File: src/pkg/cpil_pkg.sv
// Constants and types shared by the cascaded interrupt controller pair.
package cpil_pkg;
  // Port offsets on the peripheral bus.
  localparam logic [2:0] OFS_MASTER_PORT_ZERO = 3'h0;
  localparam logic [2:0] OFS_MASTER_PORT_ONE = 3'h2;
  localparam logic [2:0] OFS_SLAVE_PORT_ZERO = 3'h4;
  localparam logic [2:0] OFS_SLAVE_PORT_ONE = 3'h6;
  // Address bit positions: controller choice and the port-select line.
  localparam int ADDR_CTL_BIT = 2;
  localparam int ADDR_PORT_BIT = 1;
  // First initialization word fields.
  localparam int INIT_START_BIT = 4;
  localparam int LEVEL_MODE_BIT = 3;
  localparam int SINGLE_CONTROLLER_BIT = 1;
  localparam int FOURTH_WORD_NEEDED_BIT = 0;
  // Fourth initialization word fields.
  localparam int NESTED_MODE_BIT = 4;
  localparam int AUTO_END_BIT = 1;
  // Operational command fields on port zero.
  localparam int CMD_SELECT_BIT = 3;
  localparam int END_OF_SERVICE_BIT = 5;
  localparam int SPECIAL_MASK_ACT_BIT = 6;
  localparam int SPECIAL_MASK_VAL_BIT = 5;
  localparam int READ_ACT_BIT = 1;
  localparam int READ_SERVICE_BIT = 0;
  // Values forced when initialization starts and after reset, and the master input that carries the slave.
  localparam logic [7:0] MASK_CLEARED = 8'h00;
  localparam logic [7:0] MASK_AT_RESET = 8'hff;
  localparam logic [7:0] EDGE_HISTORY_HIGH = 8'hff;
  localparam logic [7:0] BYTE_ZERO = 8'h00;
  localparam logic [2:0] DEF_TOP_PRIORITY = 3'h7;
  localparam logic [2:0] DEF_SLAVE_ID = 3'h7;
  localparam logic [2:0] CASCADE_INPUT = 3'h7;
  // Initialization sequence states.
  typedef enum logic [2:0] {
    CPIL_UNINIT,
    CPIL_WAIT_SECOND,
    CPIL_WAIT_THIRD,
    CPIL_WAIT_FOURTH,
    CPIL_READY
  } cpil_init_t;
endpackage

File: src/rtl/cpil_prio.sv
// Rotating priority picker: finds the best set bit counted from a top position.
`timescale 1ns/100ps
module cpil_prio (
  // Candidate bits and the position that ranks highest.
  input wire logic [7:0] vec,
  input wire logic [2:0] top,
  // Winner.
  output logic found,
  output logic [2:0] idx,
  output logic [2:0] rank
);
  logic [15:0] doubled;
  logic [7:0] rotated;

  // Rotate so that the top position lands at bit zero.
  assign doubled = {vec, vec};
  assign rotated = doubled[top +: 8];

  // Lowest set bit of the rotated vector is the winner.
  always_comb begin
    found = 1'b0;
    rank = 3'h0;
    for (int i = 7; i >= 0; i--) begin
      if (rotated[i]) begin
        found = 1'b1;
        rank = 3'(i);
      end
    end
  end

  // The sum wraps on purpose: positions count modulo eight.
  assign idx = 3'(rank + top);
endmodule

File: src/rtl/cpil_top.sv
// Cascaded pair of interrupt controllers with initialization sequencing.
`timescale 1ns/100ps
module cpil_top import cpil_pkg::*; #(
  parameter int NUM_LINES = 8
) (
  // Clock and reset.
  input wire logic core_clk,
  input wire logic sys_rst,
  // Peripheral register bus.
  input wire logic bus_wr,
  input wire logic bus_rd,
  input wire logic [2:0] bus_addr,
  input wire logic [7:0] bus_wdata,
  output logic [7:0] bus_rdata,
  // Request lines.
  input wire logic [6:0] req_master,
  input wire logic [7:0] req_slave,
  // Core side.
  input wire logic core_ack,
  output logic core_maskable_request,
  output logic [7:0] int_type,
  output logic int_type_valid
);
  // The per-bit logic below is written for exactly eight request lines.
  if (NUM_LINES != 8) begin : g_bad_width
    $error("cpil_top supports only eight request lines");
  end

  // Per-controller state; index 0 is the master, index 1 the slave.
  cpil_init_t init_st [2];
  logic [7:0] pending_request_register [2];
  logic [7:0] isr [2];
  logic [7:0] mask [2];
  logic [7:0] prev [2];
  logic [7:0] base [2];
  logic [7:0] cas_cfg [2];
  logic [2:0] top_prio [2];
  logic [2:0] slave_id [2];
  logic level_mode [2];
  logic want_third [2];
  logic want_fourth [2];
  logic auto_end [2];
  logic nested [2];
  logic special_mask [2];
  logic read_service [2];
  logic slave_int;

  // Per-controller decode and priority wires.
  logic [7:0] lines [2];
  logic [7:0] pend [2];
  logic [7:0] isr_eff [2];
  logic [7:0] rd_byte [2];
  logic req_found [2];
  logic [2:0] req_idx [2];
  logic [2:0] req_rank [2];
  logic srv_found [2];
  logic [2:0] srv_idx [2];
  logic [2:0] srv_rank [2];
  logic fire [2];
  logic ready [2];
  logic wr_p0 [2];
  logic wr_p1 [2];
  logic start [2];
  logic oper_p0 [2];
  logic eoi_cmd [2];
  logic ack_take [2];

  // Acknowledge routing between master and slave.
  logic m_found;
  logic casc_ack;
  logic [7:0] next_type;
  logic [7:0] rd_mux;

  // Request lines: the slave's output sits on master input seven.
  assign lines[0] = {slave_int, req_master};
  assign lines[1] = req_slave;

  // Master wins the acknowledge; a cascaded win hands the type to the slave.
  assign m_found = ready[0] && req_found[0];
  assign casc_ack = m_found && (req_idx[0] == CASCADE_INPUT) && cas_cfg[0][CASCADE_INPUT]
                    && ready[1] && req_found[1] && (slave_id[1] == CASCADE_INPUT);
  assign ack_take[0] = core_ack && m_found;
  assign ack_take[1] = core_ack && casc_ack;

  // Type is base plus line; with no request the master reports line seven.
  assign next_type = casc_ack ? 8'(base[1] + {5'h00, req_idx[1]})
                   : m_found ? 8'(base[0] + {5'h00, req_idx[0]})
                   : 8'(base[0] + {5'h00, CASCADE_INPUT});

  // Read data: port-select line picks status or mask, address bit two the controller.
  assign rd_mux = bus_addr[0] ? BYTE_ZERO : rd_byte[bus_addr[ADDR_CTL_BIT]];

  for (genvar g = 0; g < 2; g++) begin : g_ctl
    cpil_init_t next_st;
    logic wr_here;

    // Write decode from port, data and sequence position.
    assign wr_here = bus_wr && (bus_addr[ADDR_CTL_BIT] == 1'(g)) && !bus_addr[0];
    assign wr_p0[g] = wr_here && !bus_addr[ADDR_PORT_BIT];
    assign wr_p1[g] = wr_here && bus_addr[ADDR_PORT_BIT];
    assign start[g] = wr_p0[g] && bus_wdata[INIT_START_BIT];
    assign ready[g] = (init_st[g] == CPIL_READY);
    assign oper_p0[g] = wr_p0[g] && !bus_wdata[INIT_START_BIT] && ready[g];
    assign eoi_cmd[g] = oper_p0[g] && !bus_wdata[CMD_SELECT_BIT]
                        && bus_wdata[END_OF_SERVICE_BIT];

    // Pending unmasked requests and the in-service levels that block them.
    assign pend[g] = pending_request_register[g] & ~mask[g];
    assign isr_eff[g] = special_mask[g] ? (isr[g] & ~mask[g]) : isr[g];
    assign rd_byte[g] = bus_addr[ADDR_PORT_BIT] ? mask[g]
                      : (read_service[g] ? isr[g] : pending_request_register[g]);

    cpil_prio u_req (
      .vec(pend[g]),
      .top(top_prio[g]),
      .found(req_found[g]),
      .idx(req_idx[g]),
      .rank(req_rank[g])
    );

    cpil_prio u_srv (
      .vec(isr_eff[g]),
      .top(top_prio[g]),
      .found(srv_found[g]),
      .idx(srv_idx[g]),
      .rank(srv_rank[g])
    );

    // A request fires while it outranks every level in service and not special-masked, or, on the master in nested mode, ties an in-service cascaded input.
    assign fire[g] = ready[g] && req_found[g] && (!srv_found[g] || req_rank[g] < srv_rank[g]
                     || ((g == 0) && nested[g] && cas_cfg[g][req_idx[g]]
                         && req_idx[g] == srv_idx[g]));

    // Sequence position for the next port-one write.
    always_comb begin
      next_st = init_st[g];
      case (init_st[g])
        CPIL_UNINIT: next_st = CPIL_UNINIT;
        CPIL_WAIT_SECOND: begin
          if (wr_p1[g]) begin
            next_st = want_third[g] ? CPIL_WAIT_THIRD
                    : (want_fourth[g] ? CPIL_WAIT_FOURTH : CPIL_READY);
          end
        end
        CPIL_WAIT_THIRD: begin
          if (wr_p1[g]) begin
            next_st = want_fourth[g] ? CPIL_WAIT_FOURTH : CPIL_READY;
          end
        end
        CPIL_WAIT_FOURTH: begin
          if (wr_p1[g]) begin
            next_st = CPIL_READY;
          end
        end
        CPIL_READY: next_st = CPIL_READY;
        default: next_st = CPIL_UNINIT;
      endcase
      if (start[g]) begin
        next_st = CPIL_WAIT_SECOND;
      end
    end

    // Sequence state and the first-word settings.
    always_ff @(posedge core_clk) begin
      if (sys_rst) begin
        init_st[g] <= CPIL_UNINIT;
        level_mode[g] <= 1'b0;
        want_third[g] <= 1'b0;
        want_fourth[g] <= 1'b0;
      end else begin
        init_st[g] <= next_st;
        if (start[g]) begin
          level_mode[g] <= bus_wdata[LEVEL_MODE_BIT];
          want_third[g] <= !bus_wdata[SINGLE_CONTROLLER_BIT];
          want_fourth[g] <= bus_wdata[FOURTH_WORD_NEEDED_BIT];
        end
      end
    end

    // Later words, the mask and command settings.
    always_ff @(posedge core_clk) begin
      if (sys_rst) begin
        base[g] <= BYTE_ZERO;
        cas_cfg[g] <= BYTE_ZERO;
        slave_id[g] <= DEF_SLAVE_ID;
        top_prio[g] <= DEF_TOP_PRIORITY;
        auto_end[g] <= 1'b0;
        nested[g] <= 1'b0;
        mask[g] <= MASK_AT_RESET;
        special_mask[g] <= 1'b0;
        read_service[g] <= 1'b0;
      end else if (start[g]) begin
        mask[g] <= MASK_CLEARED;
        top_prio[g] <= DEF_TOP_PRIORITY;
        slave_id[g] <= DEF_SLAVE_ID;
        special_mask[g] <= 1'b0;
        read_service[g] <= 1'b0;
        auto_end[g] <= 1'b0;
        nested[g] <= 1'b0;
      end else if (wr_p1[g]) begin
        case (init_st[g])
          CPIL_WAIT_SECOND: base[g] <= bus_wdata;
          CPIL_WAIT_THIRD: begin
            cas_cfg[g] <= bus_wdata;
            slave_id[g] <= bus_wdata[2:0];
          end
          CPIL_WAIT_FOURTH: begin
            nested[g] <= bus_wdata[NESTED_MODE_BIT];
            auto_end[g] <= bus_wdata[AUTO_END_BIT];
          end
          CPIL_READY: mask[g] <= bus_wdata;
          default: mask[g] <= mask[g];
        endcase
      end else if (oper_p0[g] && bus_wdata[CMD_SELECT_BIT]) begin
        if (bus_wdata[SPECIAL_MASK_ACT_BIT]) begin
          special_mask[g] <= bus_wdata[SPECIAL_MASK_VAL_BIT];
        end
        if (bus_wdata[READ_ACT_BIT]) begin
          read_service[g] <= bus_wdata[READ_SERVICE_BIT];
        end
      end
    end

    // Edge history, pending and in-service bits; a set beats a clear.
    always_ff @(posedge core_clk) begin
      if (sys_rst) begin
        prev[g] <= EDGE_HISTORY_HIGH;
        pending_request_register[g] <= BYTE_ZERO;
        isr[g] <= BYTE_ZERO;
      end else if (start[g]) begin
        prev[g] <= EDGE_HISTORY_HIGH;
        pending_request_register[g] <= BYTE_ZERO;
        isr[g] <= BYTE_ZERO;
      end else begin
        prev[g] <= lines[g];
        if (level_mode[g]) begin
          pending_request_register[g] <= lines[g];
        end else begin
          pending_request_register[g] <= (pending_request_register[g] & ~(ack_take[g] ? (8'h01 << req_idx[g]) : BYTE_ZERO))
                    | (lines[g] & ~prev[g]);
        end
        isr[g] <= (isr[g] & ~(eoi_cmd[g] && srv_found[g] ? (8'h01 << srv_idx[g]) : BYTE_ZERO))
                  | (ack_take[g] && !auto_end[g] ? (8'h01 << req_idx[g]) : BYTE_ZERO);
      end
    end

    // The first word always leads to the wait for the second word.
    chk_second_after_start: assert property (@(posedge core_clk) disable iff (sys_rst)
      start[g] |=> init_st[g] == CPIL_WAIT_SECOND)
      else $error("first word did not lead to the second-word wait");

    // Start forces the documented defaults one cycle later.
    chk_start_defaults: assert property (@(posedge core_clk) disable iff (sys_rst)
      start[g] |=> mask[g] == MASK_CLEARED && top_prio[g] == DEF_TOP_PRIORITY)
      else $error("initialization start left mask or priority unchanged");

    chk_start_slave_id: assert property (@(posedge core_clk) disable iff (sys_rst)
      start[g] |=> slave_id[g] == DEF_SLAVE_ID && !special_mask[g] && !read_service[g])
      else $error("initialization start left identity or read mode unchanged");

    // After an edge-mode start nothing is pending, not even a line held high.
    chk_edge_fresh: assert property (@(posedge core_clk) disable iff (sys_rst)
      start[g] ##1 (!start[g] && !level_mode[g]) |=> pending_request_register[g] == BYTE_ZERO)
      else $error("held line counted as a new request after start");

    // The fourth word, when it is awaited, leaves initialization.
    chk_ready_after_last: assert property (@(posedge core_clk) disable iff (sys_rst)
      init_st[g] == CPIL_WAIT_FOURTH && wr_p1[g] && !start[g] |=> ready[g])
      else $error("fourth word did not finish initialization");

    chk_base_taken: assert property (@(posedge core_clk) disable iff (sys_rst)
      init_st[g] == CPIL_WAIT_SECOND && wr_p1[g] && !start[g] |=> base[g] == $past(bus_wdata))
      else $error("second word was not stored as the base type");
  end

  // Slave output, core request, type and read data all leave from flops.
  always_ff @(posedge core_clk) begin
    if (sys_rst) begin
      slave_int <= 1'b0;
      core_maskable_request <= 1'b0;
      int_type <= BYTE_ZERO;
      int_type_valid <= 1'b0;
      bus_rdata <= BYTE_ZERO;
    end else begin
      slave_int <= fire[1];
      core_maskable_request <= fire[0];
      int_type_valid <= core_ack;
      if (core_ack) begin
        int_type <= next_type;
      end
      bus_rdata <= bus_rd ? rd_mux : BYTE_ZERO;
    end
  end

  // The core request follows the master's outranking decision by one cycle.
  chk_core_request: assert property (@(posedge core_clk) disable iff (sys_rst)
    core_maskable_request == $past(fire[0]) && (!core_maskable_request || $past(ready[0])))
    else $error("core request not tied to an outranking master request");

  // The returned type is the base plus the winning line.
  chk_type_value: assert property (@(posedge core_clk) disable iff (sys_rst)
    core_ack && m_found && !casc_ack |=> int_type_valid
      && int_type == 8'($past(base[0]) + {5'h00, $past(req_idx[0])}))
    else $error("acknowledged type differs from base plus line");
endmodule

File: config.mk
export PLATFORM = sky130hd
export DESIGN_NAME = cpil_top
export DESIGN_NICKNAME = d
export VERILOG_FILES = /design/src/pkg/cpil_pkg.sv /design/src/rtl/cpil_prio.sv /design/src/rtl/cpil_top.sv
export SDC_FILE = /design/constraint.sdc
export NUM_CORES = 1
export LEC_CHECK = 0
export ABC_CLOCK_PERIOD_IN_PS = 4100
export BUFFER_PORTS_ARGS = -buffer_cell sky130_fd_sc_hd__buf_4
export CAP_MARGIN = 30
export CORE_MARGIN = 2
export CORE_UTILIZATION = 40
export CTS_BUF_LIST = sky130_fd_sc_hd__clkbuf_16
export DETAILED_ROUTE_END_ITERATION = 10
export PLACE_DENSITY = 0.64
export SYNTH_ARGS = -nofsm -noshare
export SYNTH_HDL_FRONTEND = slang
export SYNTH_SLANG_ARGS = --single-unit
File: constraint.sdc
create_clock -name core_clk -period 4.1 [get_ports core_clk]
set_input_delay 0 -clock core_clk [delete_from_list [all_inputs] [get_ports core_clk]]
set_output_delay 0 -clock core_clk [all_outputs]
set_load 0.05 [all_outputs]
==> results_dict.tcl, run 1 <==
set metrics [dict create \
    status "finished clean" \
    yosys.area.top_type_share_pct 40.3 \
    start_util_pct 41.0 \
    cts_max_path_buffers 2 \
    power_frac_comb_pct 12.7 \
    grt_max_degree 43 \
    rows 50 \
    ys_seq_area_share_pct 46.7 \
    firstDrtPassIters 5 \
    path_class "flip-flop to flip-flop" \
    cts_tree "done" \
    placed_area_um2 8510 \
    syn_inst 775 \
    ant_nets 0 \
    wl_per_cell_um 17.3 \
    grt_usage_pct 20.7 \
    grt_remaining_overflow 0 \
    die_w_um 143 \
    synth_edf_count 104 \
    synth_area_leader_cell "edfxtp_1" \
    async_flop_share_pct 0 \
    final_hold_viol_count 0 \
    netlist_area_um2 7750 \
    powerDensity_nw_per_um2 383 \
    ys_types 84 \
    worst_pin_slew_ps 894 \
    coreArea_um2 18900 \
    finalCritPeriodShare_pct 88.0 \
    power.switching_mw 0.920 \
    dpl.hpwl_um 14700 \
    numPortBuffers 48 \
    synth_mux_area_share_pct 4.11 \
    endpoint_kind "flip-flop" \
    gp_congestion 0.926 \
    final_nets 950 \
    detail_route.iter0.violations 474 \
    clk_latency_ps 420 \
    max_cap_violations 0 \
    die-area_um2 20500 \
    die_h_um 143 \
    setup_viol 0 \
    startpoint_type "flip-flop" \
    synth_compound_area_share_pct 17.1 \
    drv_slew 0 \
    routed_via_density 5.29 \
    worst_slack_ps 491 \
    vias 6147 \
    path_max_fanout 8 \
    ys_top_cells_by_area "edfxtp_1 (40%), dfxtp_1 (6.5%), ha_1 (4.5%)" \
    antenna_cells 0 \
    worstPathRequired_ps 4390 \
    drc 0 \
    relSlewSlack_pct 39.7 \
    p_sw_share_pct 25.6 \
    hp-class "input port to flip-flop" \
    antenna_found_initial 0 \
    seqPwrFrac_pct 42.9 \
    clk_pin_slew_ps 60 \
    worstPathArrival_ps 3900 \
    synthXorXnorAreaFrac_pct 1.90 \
    synth_fa_ha_area_share_pct 5.03 \
    drive_gt1_share_pct 15.0 \
    period_minus_slack_ps 3610 \
    postCtsResizedCells 0 \
    finalWirelength_um 20100 \
    clock_skew_ps 7.31 \
    cts_root_buf "clkbuf_16" \
    synth_top_family_by_area "simple AND/OR/NAND/NOR gates" \
    yosysWarnings 0 \
    power.share.clock_pct 44.4 \
    synth-seq-cells 129 \
    cts_sinks 129 \
    final_cell_area_um2 9380 \
    pre_cts_slack_ps 550 \
    synth_flop_cell "edfxtp_1" \
    pin_count 49 \
    p_leak_nw 3.58 \
    fmax_ghz 0.277 \
    synthSimpleGateAreaFrac_pct 20.6 \
    p_int_mw 2.67 \
    areaGrowthSynthToFinish_pct 21.0 \
    grt_pass1_vias 5868 \
    numCtsBuffers 17 \
    syn_area_per_cell_um2 10.0 \
    rsz0062_at_grt "false" \
    fin_setup_tns_ps 0 \
    peakVddDrop_mv 0.312 \
    grt_pass1_wl_um 32100 \
    ctsHtreeMaxLevel 4 \
]
[flip-flops by register name, summed over array words and instances (netlist names), 3 cells and up]
signal / count
slave_id: 3
base: 16
mask: 16
cas_cfg: 8
prev: 16
pending_request_register: 16
isr: 16
bus_rdata: 8
int_type: 8
init_st: 6
[area by class of cell]
class,count,area (um2)
inverter,52,195
tap,260,325
clock buffer,17,425
multi-input combinational,610,3970
fill,1802,9510
timing repair buffer,79,653
clock inverter,15,190
sequential,129,3620
[placed cells by master (no fill, tap or decap), drive strengths merged, types with 3 or more instances in the layout]
master	n
xnor2	10
xor2	6
dfxtp	25
a21o	14
clkinvlp	3
mux2	10
nand3	22
nor2	59
and3	3
a21oi	49
nand2b	39
o311ai	9
nor3b	7
inv	53
buf	53
a21boi	4
edfxtp	104
bufinv	4
dlygate4sd3	25
nand2	69
ha	28
o211ai	4
clkbuf	18
nor2b	13
o22ai	6
or2	13
nand3b	10
nor3	18
o2111ai	4
o21ai	54
nor4	14
nand4	6
mux2i	18
o21a	3
and2	11
conb	48
o221ai	8
clkinv	7
a211oi	21
[worst max-delay path: stages, from the launching register on]
cell and delay, ps:
edfxtp_1 420, or2b_1 300, o21ai_0 160, a22o_1 360, inv_1 160, ha_1 260
o21a_4 160, nor2_2 360, nand2_1 150, ha_1 350, nor2b_1 160, o2111ai_1 200
xor2_1 170, nand2_1 60, o21ai_1 100, o22ai_1 100
[cell families after synthesis]
family,after synthesis
simple gates,294
other cells,1
mux,29
flops,129
compound gates,193
xor+xnor,16
fa+ha+maj,30
buf+inv,83
[what timing repair did]
action,in CTS,in global routing
hold buffers,25,0
buffers inserted,0,0
hold endpoints to repair,55,0
[layer usage]
metal	share of wire [%]	up-vias	global-route usage, %
li1	-	3018	-
met2	47	158	32.8
met4	1.8	0	7.12
met5	0	-	0
met1	46	2944	29.1
met3	5.0	27	2.92
[cell usage after synthesis, drive strengths merged, types with 7 or more instances]
cell	number
a211oi	21
a21o	14
a21oi	49
and2	11
buf	13
clkbuf	18
dfxtp	25
edfxtp	104
ha	28
inv	51
mux2	10
mux2i	18
nand2	69
nand2b	39
nand3	22
nand3b	10
nor2	59
nor2b	13
nor3	18
nor3b	7
nor4	14
o21ai	54
o221ai	8
o311ai	9
or2	13
xnor2	10
[power groups by stage]
stage / Combinational (mW) / Sequential (mW) / Clock [mW]
finish: 0.456 / 1.54 / 1.59
global route: 0.503 / 1.55 / 1.67
CTS: 0.452 / 1.54 / 1.61
detailed placement: 0.430 / 1.57 / 0
global placement: 0.427 / 1.57 / 0
floorplan: 0.287 / 1.57 / 0
[stage by stage]
stage	utilization, %	total power, mW	std cells	hold slack, ps
5_1_grt	49.7	3.73	1162	67.2
3_3_place_gp	45.1	2.00	1104	266
4_1_cts	49.6	3.61	1161	33.1
6_report	49.7	3.59	1162	46.3
2_1_floorplan	-	1.86	822	178
3_5_place_dp	45.1	2.00	1104	274
[final timing paths]
kind	start	to	slack [ps]	depth (start not counted)
worst max-delay path	mask[0][2]	int_type[6]	490	15
worst min-delay path	sys_rst	init_st[0][0]	50	2
worst max register to register	mask[0][2]	int_type[6]	490	15
worst min register to register	int_type[0]	int_type[0]	490	2
Note: power is estimated with default switching activity, not from simulation.
==> run 2: changes to the inputs <==
--- a/config.mk
+++ b/config.mk
@@ -9,10 +9,10 @@
 export BUFFER_PORTS_ARGS = -buffer_cell sky130_fd_sc_hd__buf_4
 export CAP_MARGIN = 30
 export CORE_MARGIN = 2
-export CORE_UTILIZATION = 40
+export CORE_UTILIZATION = 57
 export CTS_BUF_LIST = sky130_fd_sc_hd__clkbuf_16
 export DETAILED_ROUTE_END_ITERATION = 10
-export PLACE_DENSITY = 0.64
+export PLACE_DENSITY = 0.84
 export SYNTH_ARGS = -nofsm -noshare
 export SYNTH_HDL_FRONTEND = slang
 export SYNTH_SLANG_ARGS = --single-unit
==> results_dict.tcl, run 2 (synthesis results as in run 1) <==
set metrics [dict create \
    status "finished clean" \
    wl_met2_um 9400 \
    grt_pass1_vias 6013 \
    clk_pin_slew_ps 60 \
    wl_met1_um 7990 \
    antenna_cells 0 \
    path_max_fanout 8 \
    numPortBuffers 48 \
    antenna_found_initial 0 \
    pin_count 49 \
    startpoint_type "flip-flop" \
    drive_gt1_share_pct 14.0 \
    drc 0 \
    multi_input_area_um2 3970 \
    detail_route.iter0.violations 514 \
    seqCellArea_um2 3620 \
    worstPathArrival_ps 3900 \
    reg2reg_to "int_type[6]" \
    cts_max_path_buffers 2 \
    path_class "flip-flop to flip-flop" \
    final_nets 947 \
    grt_usage_pct 28.3 \
    final_common_cell "edfxtp_1" \
    most-common-layout-cells "edfxtp_1 (104), nand2_1 (69), inv_1 (57), nor2_1 (57), buf_4 (49)" \
    wl_per_cell_um 18.5 \
    firstDrtPassIters 6 \
    p_int_mw 2.59 \
    power_frac_comb_pct 13.2 \
    die-area_um2 14600 \
    regToRegStartpoint "mask[0][2]" \
    finalWirelength_um 19900 \
    grt_remaining_overflow 0 \
    ctsHtreeMaxLevel 4 \
    period_minus_slack_ps 3600 \
    peakVddDrop_mv 0.298 \
    topRoutingLayerUsed "met4" \
    reg2reg_slack_ps 500 \
    fillers 997 \
    coreArea_um2 13200 \
    min_delay_worst_endpoint "init_st[0][0]" \
    clock_skew_ps 9.75 \
    postCtsSetupRepairBufs 0 \
    grt_max_degree 43 \
    areaGrowthSynthToFinish_pct 18.8 \
    drv_slew 0 \
    postCtsResizedCells 0 \
    cts_hold_buf 25 \
    cts_tree "done" \
    final_hold_viol_count 0 \
    dpl.hpwl_um 13900 \
    cts_sinks 129 \
    endpoint_kind "flip-flop" \
    vias 6380 \
    power.switching_mw 0.888 \
    min-delay-start "sys_rst" \
    fin_setup_tns_ps 0 \
    worst_pin_slew_ps 959 \
    p_leak_nw 3.57 \
    clk_latency_ps 430 \
    setup_viol 0 \
    start_util_pct 58.6 \
    die_w_um 121 \
    p_total_mw 3.48 \
    cts_root_buf "clkbuf_16" \
    max_cap_violations 0 \
    gp_congestion 0.929 \
    relSlewSlack_pct 35.3 \
    numCtsBuffers 17 \
    p_sw_share_pct 25.5 \
    seqPwrFrac_pct 44.3 \
    finalCritPeriodShare_pct 87.8 \
    fmax_ghz 0.278 \
    hold_depth 2 \
    worstPathRequired_ps 4400 \
    routed_via_density 5.93 \
    rows 42 \
    die_h_um 121 \
    dr_wl_met3_um 1760 \
    ff2ff_path_depth 15 \
    hp-class "input port to flip-flop" \
    grt_pass1_wl_um 31300 \
    rsz0062_at_grt "false" \
    ant_nets 0 \
    powerDensity_nw_per_um2 378 \
    power.share.clock_pct 42.4 \
]
==> run 2: cell count changes in the layout (fill, tap and decap cells not counted), sizes merged <==
cell	before	now
buf	53	50
bufinv	4	3
inv	53	58
clkinv	7	5
clkinvlp	3	1
==> run 2: final cells by class <==
class | instances | area share (%)
clock buffers | 17 | 4.62
multi-input cells | 610 | 43.1
inverters | 52 | 2.12
well taps | 176 | 2.39
clock inverters | 15 | 1.54
repair buffers | 76 | 6.85
flip-flops and latches | 129 | 39.4
==> run 2: worst max-delay path by stage <==
stage	startpoint	to	slack [ps]
4_1_cts	mask[0][2]	int_type[6]	520
3_5_place_dp	mask[0][2]	int_type[6]	590
3_3_place_gp	mask[0][2]	int_type[6]	660
6_report	mask[0][2]	int_type[6]	500
2_1_floorplan	mask[0][2]	int_type[6]	1020
5_1_grt	mask[0][2]	int_type[5]	310
==> run 2: worst max-delay path, stage by stage, from the launching register on <==
cell and delay [ps]:
edfxtp_1 420, or2b_1 310, o21ai_0 190, a22o_1 380
inv_1 160, ha_1 260, o21a_4 160, nor2_2 350
nand2_1 120, ha_1 350, nor2b_1 150, o2111ai_1 200
xor2_1 170, nand2_1 60, o21ai_1 90, o22ai_1 100
==> run 2: power groups by stage <==
stage / registers, mW / logic [mW] / clock network (mW)
after floorplan: 1.57 / 0.287 / 0
after global placement: 1.57 / 0.414 / 0
after detailed placement: 1.57 / 0.426 / 0
after CTS: 1.54 / 0.451 / 1.47
after global routing: 1.55 / 0.500 / 1.53
final: 1.54 / 0.461 / 1.48
==> run 2: metrics by stage <==
step | setup WS, ps | hold WS (ps) | utilization [%] | area, um2 | cells
after floorplan | 1020 | 178 | - | 7930 | 822
after global placement | 662 | 267 | 63.3 | 8380 | 1016
after detailed placement | 592 | 274 | 63.3 | 8380 | 1017
after CTS | 517 | 9.36 | 69.5 | 9200 | 1074
after global routing | 306 | 54.1 | 69.5 | 9210 | 1075
final | 499 | 29.7 | 69.5 | 9210 | 1075
==> run 2: layer usage <==
metal,track usage [%],vias up
li1,-,3008
met1,37.6,2962
met2,45.8,348
met3,4.81,62
met4,12.4,0
met5,0,-
